[src/ubrg_consts.svh]
// Purpose: Named constants of the baud rate generator of one serial channel.
// Assumes: Included by bare name wherever a constant is needed.
// Notes: Definitions only.
`ifndef UBRG_CONSTS_SVH
`define UBRG_CONSTS_SVH

// ----------------------------------------------------------------------------
// Count source codes
// ----------------------------------------------------------------------------
`define UBRG_SRC_IRC 2'h0
`define UBRG_SRC_LSC 2'h1
`define UBRG_SRC_HSC 2'h2
`define UBRG_SRC_RSV 2'h3

// ----------------------------------------------------------------------------
// Reset values
// ----------------------------------------------------------------------------
`define UBRG_CNT_RST 8'h00
`define UBRG_GRP_RST 4'h0
`define UBRG_PRE_RST 3'h0
`define UBRG_SYNC_RST 3'h0
`define UBRG_PIN_IDLE 1'h1

// ----------------------------------------------------------------------------
// Counter figures
// ----------------------------------------------------------------------------
`define UBRG_CNT_ZERO 8'h00
`define UBRG_CNT_STEP 8'h01
`define UBRG_GRP_STEP 4'h1
`define UBRG_PRE_STEP 3'h1

// ----------------------------------------------------------------------------
// Prescale pass masks, one per ratio code
// ----------------------------------------------------------------------------
`define UBRG_PRE_MASK_1 3'h0
`define UBRG_PRE_MASK_2 3'h1
`define UBRG_PRE_MASK_4 3'h3
`define UBRG_PRE_MASK_8 3'h7

// ----------------------------------------------------------------------------
// Fine delay patterns: bit n set stretches underflow n+1 of each group of 16
// ----------------------------------------------------------------------------
`define UBRG_FMD_0 16'h0000
`define UBRG_FMD_1 16'h8000
`define UBRG_FMD_2 16'h8080
`define UBRG_FMD_3 16'h8880
`define UBRG_FMD_4 16'h8888
`define UBRG_FMD_5 16'hA888
`define UBRG_FMD_6 16'hA8A8
`define UBRG_FMD_7 16'hAAA8
`define UBRG_FMD_8 16'hAAAA
`define UBRG_FMD_9 16'hEAAA
`define UBRG_FMD_10 16'hEAEA
`define UBRG_FMD_11 16'hEEEA
`define UBRG_FMD_12 16'hEEEE
`define UBRG_FMD_13 16'hFEEE
`define UBRG_FMD_14 16'hFEFE
`define UBRG_FMD_15 16'hFFFE

`endif

[src/ubrg_pkg.sv]
// Purpose: Types shared by the baud rate generator files.
// Assumes: Nothing beyond the constants header.
// Notes: Holds types only; numbers live in the constants header.
package ubrg_pkg;

    // ------------------------------------------------------------------------
    // Software control fields of one channel
    // ------------------------------------------------------------------------
    typedef struct packed {
        logic [1:0] count_source_select;
        logic [1:0] prescale_ratio_select;
        logic count_clock_gate;
        logic [7:0] reload_value;
        logic [3:0] fine_delay_pattern;
        logic ext_clock_select;
        logic port_func_select;
    } ubrg_ctrl_t;

    // ------------------------------------------------------------------------
    // Counter phase, Gray coded along idle, count, stretch
    // ------------------------------------------------------------------------
    typedef enum logic [1:0] {
        UBRG_PH_IDLE = 2'h0,
        UBRG_PH_COUNT = 2'h1,
        UBRG_PH_STRETCH = 2'h3
    } ubrg_phase_t;

    // ------------------------------------------------------------------------
    // State of the pin synchroniser
    // ------------------------------------------------------------------------
    typedef struct packed {
        logic [2:0] sh;
        logic level;
        logic rise;
    } ubrg_sync_t;

    // ------------------------------------------------------------------------
    // State of the generator
    // ------------------------------------------------------------------------
    typedef struct packed {
        ubrg_phase_t phase;
        logic [7:0] cnt;
        logic [3:0] grp;
        logic [2:0] pre;
        logic uf;
        logic tick;
        logic sout;
        logic sin;
    } ubrg_state_t;

endpackage

[src/ubrg_edge_sync.sv]
// Purpose: Brings one asynchronous pin into the mclk domain and flags its rise.
// Assumes: The pin is slow next to mclk, each level lasting several cycles.
// Notes: A level counts once the second and third stages agree.
`timescale 1ns/1ps
`include "ubrg_consts.svh"

module ubrg_edge_sync import ubrg_pkg::*; (
    // Clock and reset
    input wire logic mclk,
    input wire logic rst,
    // Pin side
    input wire logic pin,
    // Synchronised side
    output logic level,
    output logic rise
);

    ubrg_sync_t s_q;
    ubrg_sync_t s_d;

    always_comb begin
        s_d = s_q;
        s_d.sh = {s_q.sh[1:0], pin};
        s_d.rise = 1'b0;
        // The first stage feeds only the second; the filter looks at stages two and three.
        if (s_q.sh[1] == s_q.sh[2]) begin
            s_d.level = s_q.sh[2];
            s_d.rise = s_q.sh[2] & ~s_q.level;
        end
    end

    always_ff @(posedge mclk or posedge rst) begin
        if (rst) begin
            s_q <= '{sh: `UBRG_SYNC_RST, level: 1'b0, rise: 1'b0};
        end else begin
            s_q <= s_d;
        end
    end

    assign level = s_q.level;
    assign rise = s_q.rise;

endmodule

[src/ubrg_top.sv]
// Purpose: Sampling clock generator and pin routing of one serial channel.
// Assumes: Oscillators and the external clock pin are asynchronous to mclk.
// Notes: Each channel instantiates its own copy; its control fields and HAS_HS_OSC can differ.
//
// Overview of operation
// - A 2-bit code picks internal, low-speed or high-speed source, rest reserved; reset 0.
// - A 2-bit code divides the internal and high-speed sources by 1, 2, 4 or 8; reset 0.
// - The gate bit, reset 0, passes the count clock to the counter only while set.
// - An 8-bit counter counts down and flags underflow when it passes below zero.
// - Every underflow reloads the counter with the programmed value.
// - The reload value is an 8-bit software field from 0 to 255.
// - Sixteen underflow periods last sixteen times reload plus one, plus the fine setting, count clocks.
// - The channel's sampling clock comes from the generator or from the external clock pin.
// - Each channel has an independent copy of this logic; HAS_HS_OSC may differ between copies.
// - After reset the serial pins stay general-purpose until the port function is selected.
// - A 4-bit fine code stretches 0 to 15 of each 16 underflow periods by one count clock.
`timescale 1ns/1ps
`include "ubrg_consts.svh"

module ubrg_top import ubrg_pkg::*; #(
    parameter bit HAS_HS_OSC = 1'b1
) (
    // Clock and reset
    input wire logic mclk,
    input wire logic rst,
    // Oscillators and pins
    input wire logic internal_rc_osc,
    input wire logic low_speed_crystal_osc,
    input wire logic high_speed_crystal_osc,
    input wire logic ext_transfer_clock_pin,
    input wire logic serial_in_pin,
    // Control fields
    input wire ubrg_ctrl_t ctrl,
    // Channel and port side
    input wire logic tx_serial_data,
    input wire logic gpio_out_level,
    output logic sample_tick,
    output logic underflow_pulse,
    output logic serial_in_data,
    output logic serial_out_pin
);

    // ------------------------------------------------------------------------
    // Pin synchronisers
    // ------------------------------------------------------------------------
    logic irc_rise;
    logic lsc_rise;
    logic hsc_rise;
    logic ext_rise;
    logic sin_level;

    ubrg_edge_sync u_irc (.mclk(mclk), .rst(rst), .pin(internal_rc_osc), .level(),
        .rise(irc_rise));
    ubrg_edge_sync u_lsc (.mclk(mclk), .rst(rst), .pin(low_speed_crystal_osc), .level(),
        .rise(lsc_rise));
    ubrg_edge_sync u_hsc (.mclk(mclk), .rst(rst), .pin(high_speed_crystal_osc), .level(),
        .rise(hsc_rise));
    ubrg_edge_sync u_ext (.mclk(mclk), .rst(rst), .pin(ext_transfer_clock_pin), .level(),
        .rise(ext_rise));
    ubrg_edge_sync u_sin (.mclk(mclk), .rst(rst), .pin(serial_in_pin), .level(sin_level),
        .rise());

    // ------------------------------------------------------------------------
    // Lookups
    // ------------------------------------------------------------------------
    function automatic logic [15:0] fmd_pattern(input logic [3:0] code);
        case (code)
            4'h0: fmd_pattern = `UBRG_FMD_0;
            4'h1: fmd_pattern = `UBRG_FMD_1;
            4'h2: fmd_pattern = `UBRG_FMD_2;
            4'h3: fmd_pattern = `UBRG_FMD_3;
            4'h4: fmd_pattern = `UBRG_FMD_4;
            4'h5: fmd_pattern = `UBRG_FMD_5;
            4'h6: fmd_pattern = `UBRG_FMD_6;
            4'h7: fmd_pattern = `UBRG_FMD_7;
            4'h8: fmd_pattern = `UBRG_FMD_8;
            4'h9: fmd_pattern = `UBRG_FMD_9;
            4'hA: fmd_pattern = `UBRG_FMD_10;
            4'hB: fmd_pattern = `UBRG_FMD_11;
            4'hC: fmd_pattern = `UBRG_FMD_12;
            4'hD: fmd_pattern = `UBRG_FMD_13;
            4'hE: fmd_pattern = `UBRG_FMD_14;
            default: fmd_pattern = `UBRG_FMD_15;
        endcase
    endfunction

    function automatic logic [2:0] pre_mask(input logic [1:0] code);
        case (code)
            2'h0: pre_mask = `UBRG_PRE_MASK_1;
            2'h1: pre_mask = `UBRG_PRE_MASK_2;
            2'h2: pre_mask = `UBRG_PRE_MASK_4;
            default: pre_mask = `UBRG_PRE_MASK_8;
        endcase
    endfunction

    // ------------------------------------------------------------------------
    // Generator state
    // ------------------------------------------------------------------------
    ubrg_state_t s_q;
    ubrg_state_t s_d;
    logic raw_tick;
    logic divisible;
    logic cnt_tick;
    logic fire;
    logic [15:0] pattern;

    always_comb begin
        raw_tick = 1'b0;
        divisible = 1'b0;
        if (ctrl.ext_clock_select) begin
            raw_tick = ext_rise & ctrl.port_func_select;
        end else begin
            case (ctrl.count_source_select)
                `UBRG_SRC_IRC: begin
                    raw_tick = irc_rise;
                    divisible = 1'b1;
                end
                `UBRG_SRC_LSC: begin
                    raw_tick = lsc_rise;
                end
                `UBRG_SRC_HSC: begin
                    raw_tick = hsc_rise & HAS_HS_OSC;
                    divisible = 1'b1;
                end
                default: begin
                    raw_tick = 1'b0;
                end
            endcase
        end
    end

    always_comb begin
        s_d = s_q;
        s_d.uf = 1'b0;
        s_d.tick = 1'b0;
        fire = 1'b0;
        pattern = fmd_pattern(ctrl.fine_delay_pattern);
        // Only the divisible sources see the prescaler; the others pass every edge.
        cnt_tick = raw_tick & ctrl.count_clock_gate;
        if (divisible) begin
            cnt_tick = cnt_tick &
                ((s_q.pre & pre_mask(ctrl.prescale_ratio_select)) ==
                pre_mask(ctrl.prescale_ratio_select));
            if (raw_tick & ctrl.count_clock_gate) begin
                s_d.pre = s_q.pre + `UBRG_PRE_STEP;
            end
        end
        if (!ctrl.count_clock_gate) begin
            // A stopped counter holds the reload value so the first period is full.
            s_d.phase = UBRG_PH_IDLE;
            s_d.cnt = ctrl.reload_value;
            s_d.grp = `UBRG_GRP_RST;
            s_d.pre = `UBRG_PRE_RST;
        end else begin
            case (s_q.phase)
                UBRG_PH_IDLE: begin
                    s_d.phase = UBRG_PH_COUNT;
                    s_d.cnt = ctrl.reload_value;
                end
                UBRG_PH_COUNT: begin
                    if (cnt_tick) begin
                        if (s_q.cnt == `UBRG_CNT_ZERO) begin
                            if (pattern[s_q.grp]) begin
                                s_d.phase = UBRG_PH_STRETCH;
                            end else begin
                                fire = 1'b1;
                            end
                        end else begin
                            s_d.cnt = s_q.cnt - `UBRG_CNT_STEP;
                        end
                    end
                end
                UBRG_PH_STRETCH: begin
                    fire = cnt_tick;
                end
                default: begin
                    s_d.phase = UBRG_PH_IDLE;
                end
            endcase
        end
        if (fire) begin
            s_d.uf = 1'b1;
            s_d.cnt = ctrl.reload_value;
            s_d.grp = s_q.grp + `UBRG_GRP_STEP;
            s_d.phase = UBRG_PH_COUNT;
        end
        // The external pin, once selected with port_func_select set, is the sampling clock itself.
        s_d.tick = ctrl.ext_clock_select ? raw_tick : fire;
        s_d.sout = ctrl.port_func_select ? tx_serial_data : gpio_out_level;
        s_d.sin = ctrl.port_func_select ? sin_level : `UBRG_PIN_IDLE;
    end

    always_ff @(posedge mclk or posedge rst) begin
        if (rst) begin
            s_q <= '{phase: UBRG_PH_IDLE, cnt: `UBRG_CNT_RST, grp: `UBRG_GRP_RST,
                pre: `UBRG_PRE_RST, uf: 1'b0, tick: 1'b0, sout: `UBRG_PIN_IDLE,
                sin: `UBRG_PIN_IDLE};
        end else begin
            s_q <= s_d;
        end
    end

    assign sample_tick = s_q.tick;
    assign underflow_pulse = s_q.uf;
    assign serial_in_data = s_q.sin;
    assign serial_out_pin = s_q.sout;

    // ------------------------------------------------------------------------
    // Checks
    // ------------------------------------------------------------------------
    a_gate_blocks_count: assert property (@(posedge mclk) disable iff (rst)
        !ctrl.count_clock_gate |=> !underflow_pulse)
        else $error("underflow while the count clock is gated off");

    a_reload_on_underflow: assert property (@(posedge mclk) disable iff (rst)
        (underflow_pulse && $stable(ctrl.reload_value)) |-> s_q.cnt == ctrl.reload_value)
        else $error("counter not reloaded on underflow");

    a_underflow_from_zero: assert property (@(posedge mclk) disable iff (rst)
        underflow_pulse |-> $past(s_q.cnt) == `UBRG_CNT_ZERO)
        else $error("underflow without the counter at zero");

    a_reserved_source: assert property (@(posedge mclk) disable iff (rst)
        (!ctrl.ext_clock_select && ctrl.count_source_select == `UBRG_SRC_RSV) |-> !cnt_tick)
        else $error("reserved source produced a count clock");

    a_fine_off_default: assert property (@(posedge mclk) disable iff (rst)
        (ctrl.fine_delay_pattern == 4'h0 && s_q.phase == UBRG_PH_COUNT)
        |=> s_q.phase != UBRG_PH_STRETCH)
        else $error("stretch with fine code zero");

    a_stretch_then_fire: assert property (@(posedge mclk) disable iff (rst)
        (s_q.phase == UBRG_PH_STRETCH && cnt_tick) |=> underflow_pulse)
        else $error("stretched period did not end on the next count clock");

    a_sample_from_gen: assert property (@(posedge mclk) disable iff (rst)
        ($past(!ctrl.ext_clock_select) && underflow_pulse) |-> sample_tick)
        else $error("generator underflow did not reach the sampling clock");

    // The pin flops hold their idle level through reset, so the first edge after it is skipped.
    a_pins_default: assert property (@(posedge mclk) disable iff (rst)
        (!$past(rst) && $past(!ctrl.port_func_select)) |->
        serial_out_pin == $past(gpio_out_level) && serial_in_data)
        else $error("serial pins not in port function");

    a_slow_undivided: assert property (@(posedge mclk) disable iff (rst)
        (!ctrl.ext_clock_select && ctrl.count_clock_gate &&
        ctrl.count_source_select == `UBRG_SRC_LSC) |-> cnt_tick == lsc_rise)
        else $error("low-speed source was divided");

endmodule
[config.mk]
export PLATFORM = sky130hd
export DESIGN_NAME = ubrg_top
export DESIGN_NICKNAME = d
export VERILOG_FILES = /design/src/ubrg_pkg.sv /design/src/ubrg_edge_sync.sv /design/src/ubrg_top.sv
export VERILOG_INCLUDE_DIRS = /design/src /design/src/src
export SDC_FILE = /design/constraint.sdc
export NUM_CORES = 1
export LEC_CHECK = 0
export BUFFER_PORTS_ARGS = -buffer_cell sky130_fd_sc_hd__buf_2
export CAP_MARGIN = 20
export CORE_ASPECT_RATIO = 0.7
export CORE_MARGIN = 2
export CORE_UTILIZATION = 63
export CTS_BUF_LIST = sky130_fd_sc_hd__clkbuf_4
export CTS_CLUSTER_DIAMETER = 200
export DETAILED_ROUTE_END_ITERATION = 8
export GPL_ROUTABILITY_DRIVEN = 0
export PLACE_DENSITY = 0.93
export SLEW_MARGIN = 20
export SYNTH_ARGS = -nofsm -noshare
export SYNTH_HDL_FRONTEND = slang
export SYNTH_HIERARCHICAL = 1
export SYNTH_SLANG_ARGS = --single-unit
[constraint.sdc]
create_clock -name mclk -period 4.66 [get_ports mclk]
set_input_delay 0.466 -clock mclk [delete_from_list [all_inputs] [get_ports mclk]]
set_output_delay 0.466 -clock mclk [all_outputs]
set_load 0.05 [all_outputs]
# After elaboration in Yosys (flattened, before gate mapping)

Memory sizes are Yosys's and may differ from the RTL's.
Cells that the tools add are included.

$add $sub $neg: 3
Multipliers: 0
Div/mod/pow operators: 0
Magnitude comparators: 1
Eq/ne operators: 21
Shift operators: 0
Mux-type cells: 33
Bitwise logic cells: 12
Reductions and logical operators: 8

Operator list:

| cell                                                       | count |
|---|---|
| two-way mux 10 bit                                         | 2 |
| two-way mux 1 bit                                          | 17 |
| inequality test 4 bit, second input constant               | 4 |
| case mux 8 bit (2 select lines)                            | 1 |
| two-way mux 14 bit                                         | 1 |
| two-way mux 3 bit                                          | 3 |
| case mux 3 bit (3 select lines)                            | 1 |
| zero test 8 bit                                            | 1 |
| two-way mux 8 bit                                          | 1 |
| subtractor 8 x 1 -> 8 bit, second input constant           | 1 |
| AND 1 bit                                                  | 7 |
| two-way mux 7 bit                                          | 1 |
| equality test 2 x 1 -> 1 bit, second input constant        | 3 |
| equality test 2 bit, second input constant                 | 3 |
| zero test 2 bit                                            | 3 |
| inequality test 2 x 1 -> 1 bit, second input constant      | 3 |
| case mux 2 bit (3 select lines)                            | 1 |
| equality test 1 bit                                        | 5 |
| less-than comparator 4 x 5 -> 1 bit, second input constant | 1 |
| adder 4 x 1 -> 4 bit, second input constant                | 1 |
| binary-select mux 1 bit (select 4 bit)                     | 1 |
| two-way mux 2 bit                                          | 2 |
| inequality test 4 x 1 -> 1 bit, second input constant      | 1 |
| inverter 1 bit                                             | 4 |
| 10 further kinds                                           | 10 |

Register bits: 45
Latch bits: 0
RAM bits: 0
Bits in read-only memories: 240
Input port bits: 28
Output and inout bits: 4
Memories kept: 1

Memory list:

| memory           | words | bits a word | read ports | clocked after memory_dff | wr ports | line           | source |
|---|---|---|---|---|---|---|---|
| (name not given) | 16    | 15          | 1          | 0                        | 0        | ubrg_top.sv:67 | `case (code)` |

# Depth between registers and ports, before layout

Depth after elaboration: 14
Gate-level depth with buffers: 9

# Cells and area by module

Netlist, hierarchy kept.

Modules (own cells, without submodules):

| module         | times used | cells an instance | area each (µm²) | seq. area each (µm²) |
|---|---|---|---|---|
| ubrg_top       | 1          | 130               | 1323.8          | 528.0 |
| ubrg_edge_sync | 5          | 8                 | 150.1           | 125.1 |

# Least setup slack after synthesis

OpenSTA, ideal clock, no wires.

Kind: reg2reg
Start: register s_q[11] (netlist name)
End: register s_q[13] (netlist name)
Setup time: 0.121 ns
Arrival: 2.190 ns
Data required time: 4.539 ns
Setup slack: 2.349 ns
Stages on the path, launching flop included: 9
Clock period less this slack: 2.311 ns
Cells stage by stage: dfrtp_1 > inv_1 > ha_1 > or4b_4 > nor4_2 > and2_4 > a21o_4 > mux2_2 > o22a_1

==> results.sh <==
export IMPL_cp_max_fo=15
export IMPL_clock_sinks=45
export IMPL_placed_area_um2=2211
export IMPL_start_util=0.6523
export IMPL_powerDensity_nw_per_um2=314.0
export IMPL_ir_drop_mv=0.3059
export IMPL_insertion_delay_ns=0.37
export IMPL_vias=1456
export IMPL_cp_slowest_cell="a211oi_4"
export IMPL_crit_chain="inv_1 > ha_1 > or4b_4 > o41ai_2 > o41ai_1 > a211oi_4 > o21bai_1 > o2bb2ai_1"
export IMPL_yosysWarnings=6
export IMPL_slew_headroom=0.4619
export IMPL_grt_pass1_wl_mm=6.727
export IMPL_cts_tree="built"
export IMPL_numPortBuffers=31
export IMPL_cts_resized=0
export IMPL_rsz0062_at_grt="false"
export IMPL_fin_crit_ns=2.679
export IMPL_drc=0
export IMPL_io_pin_count=32
export IMPL_drtIter0Drc=147
export IMPL_track_usage=0.2441
export IMPL_antenna_found_initial=0
export IMPL_cp_end_kind="register"
export IMPL_synthCells=168
export IMPL_hold_buffers=0
export IMPL_crit_family="compound AO/OA/AOI/OAI gates"
export IMPL_cts_buffers=5
export IMPL_start_kind="register"
export IMPL_core_area_um2=3127
export IMPL_netlist_area_um2=2039
export IMPL_path_clk_slew_ns=0.13
export IMPL_die_y_um=51.61
export IMPL_num_nets_final=235
export IMPL_cts_root_buf="clkbuf_4"
export IMPL_cts_path_max_buffers=2
export IMPL_max_cap_viol_count=0
export IMPL_drt_antenna_violating_nets=0
export IMPL_overflow=0
export IMPL_finalCritPeriodShare=0.5749
export IMPL_cts_setup_buffers=0
export IMPL_drive_gt1_frac=0.3122
export IMPL_setup_tns_ns=0
export IMPL_hpwl_mm=2.926
export IMPL_grt_pass1_vias=1516
export IMPL_grt_max_degree=22
export IMPL_fp_dieW_um=72.01
export IMPL_cp_data_arrival_time_ns=2.98
export IMPL_timing_hold_ws_ns=0.01475
export IMPL_core_rowCount=17
export IMPL_routed_wl_mm=3.923
export IMPL_hold_viol=0
export IMPL_die_area_um2=3716
export IMPL_fillers=208
export IMPL_fin_skew_ns=0.005991
export IMPL_htreeDepth=2
export IMPL_power_uw=713.0
export IMPL_maxSlewViolCount=0
export IMPL_viasPerCell=5.992
export IMPL_p_leak_nw=1.037
export IMPL_timing_hold_worst_class="primary input to asynchronous set/reset pin"
export IMPL_synth_fp_nets=199
export IMPL_synthToLayoutAreaGrowth_pct=11.35
export IMPL_cp_num_buf_inv=1
export IMPL_worst_pin_slew_ns=0.8062
export IMPL_fin_area_um2=2271
export IMPL_syn_area_per_cell_um2=12.14
export IMPL_detail_route_wl_per_cell_um=16.14
export IMPL_firstDrtPassIters=4
export IMPL_status="finished clean"
export IMPL_crit_type="register to register"
export IMPL_report_final_setup_viol=0
export IMPL_dp_cells=235
export IMPL_critPathMaxStageDelay_ns=0.61
export IMPL_stdcell_count=243
export IMPL_worstPathRequired_ns=4.96
export IMPL_diodes=0
export IMPL_max_freq_mhz=373.3
[power breakdown]
group	switching, mW	leakage, nW	internal [mW]	total (mW)
registers	0.0210	0.554	0.415	0.436
logic	0.0480	0.455	0.0384	0.0864
clock network	0.126	0.0279	0.0648	0.190
[cell usage in the layout, fill, tap and decap left out, drive strengths merged, types with 3 or more instances in the layout]
cell type / count
clkbuf: 6
o2bb2ai: 3
maj3: 5
o21ai: 6
o21bai: 3
dfrtp: 43
buf: 31
a211oi: 6
ha: 3
nor3: 5
nand3: 3
mux2i: 8
a21oi: 7
nor2: 15
and3b: 4
inv: 9
nand2: 9
[routing by layer]
layer | wire length, um | vias to the layer above | global-route usage
met1 | 1609 | 707 | 0.2898
met2 | 1979 | 59 | 0.4136
met3 | 247 | 11 | 0.08333
met4 | 87 | 0 | 0.09748
met5 | 0 | - | 0
li1 | - | 679 | -
[per-stage QoR]
step | worst slack, ns | utilization
after floorplan | 2.349 | -
after global placement | 2.147 | 0.7071
after detailed placement | 2.019 | 0.7071
after CTS | 1.982 | 0.7263
after global routing | 1.814 | 0.7263
final | 1.981 | 0.7263
[area by class of cell]
| type | instances | area [um2] | area share |
|---|---|---|---|
| Inverter | 10 | 37.54 | 0.01653 |
| Sequential cell | 45 | 1129 | 0.4970 |
| Clock inverter | 2 | 15.01 | 0.006612 |
| Tap cell | 38 | 47.55 | 0.02094 |
| Multi-Input combinational cell | 111 | 842.1 | 0.3708 |
| Clock buffer | 6 | 45.04 | 0.01983 |
| Timing Repair Buffer | 31 | 155.1 | 0.06832 |
[path summary, 6_finish.rpt]
kind / cells past startpoint / start / endpoint / slack, ns
worst min register to register: 0 / u_ext/s_d[3] / u_ext/s_d[4] / 0.36
min in group mclk: 1 / low_speed_crystal_osc / u_lsc/s_d[3] / 0.19
worst max register to register: 8 / s_q[11] / s_q[18] / 1.98
max in group asynchronous: 2 / rst / s_q[7] / 3.87
worst max-delay path: 8 / s_q[11] / s_q[18] / 1.98
worst min-delay path: 2 / rst / u_lsc/s_d[3] / 0.01
[worst reg2reg max path: stages (launching register included)]
cell and delay (ns):
dfrtp_1 0.41, inv_1 0.10, ha_1 0.24, or4b_4 0.53, o41ai_2 0.23, o41ai_1 0.14, a211oi_4 0.61, o21bai_1 0.22
o2bb2ai_1 0.13
[registers in the layout, indices dropped and copies added, names as in the netlist, 2 cells and up]
register   cells
s_q           17
u_ext/s_d      2
u_hsc/s_d      2
u_irc/s_d      2
u_lsc/s_d      2
u_sin/s_d      2
Power figures use the tool's default switching activity.
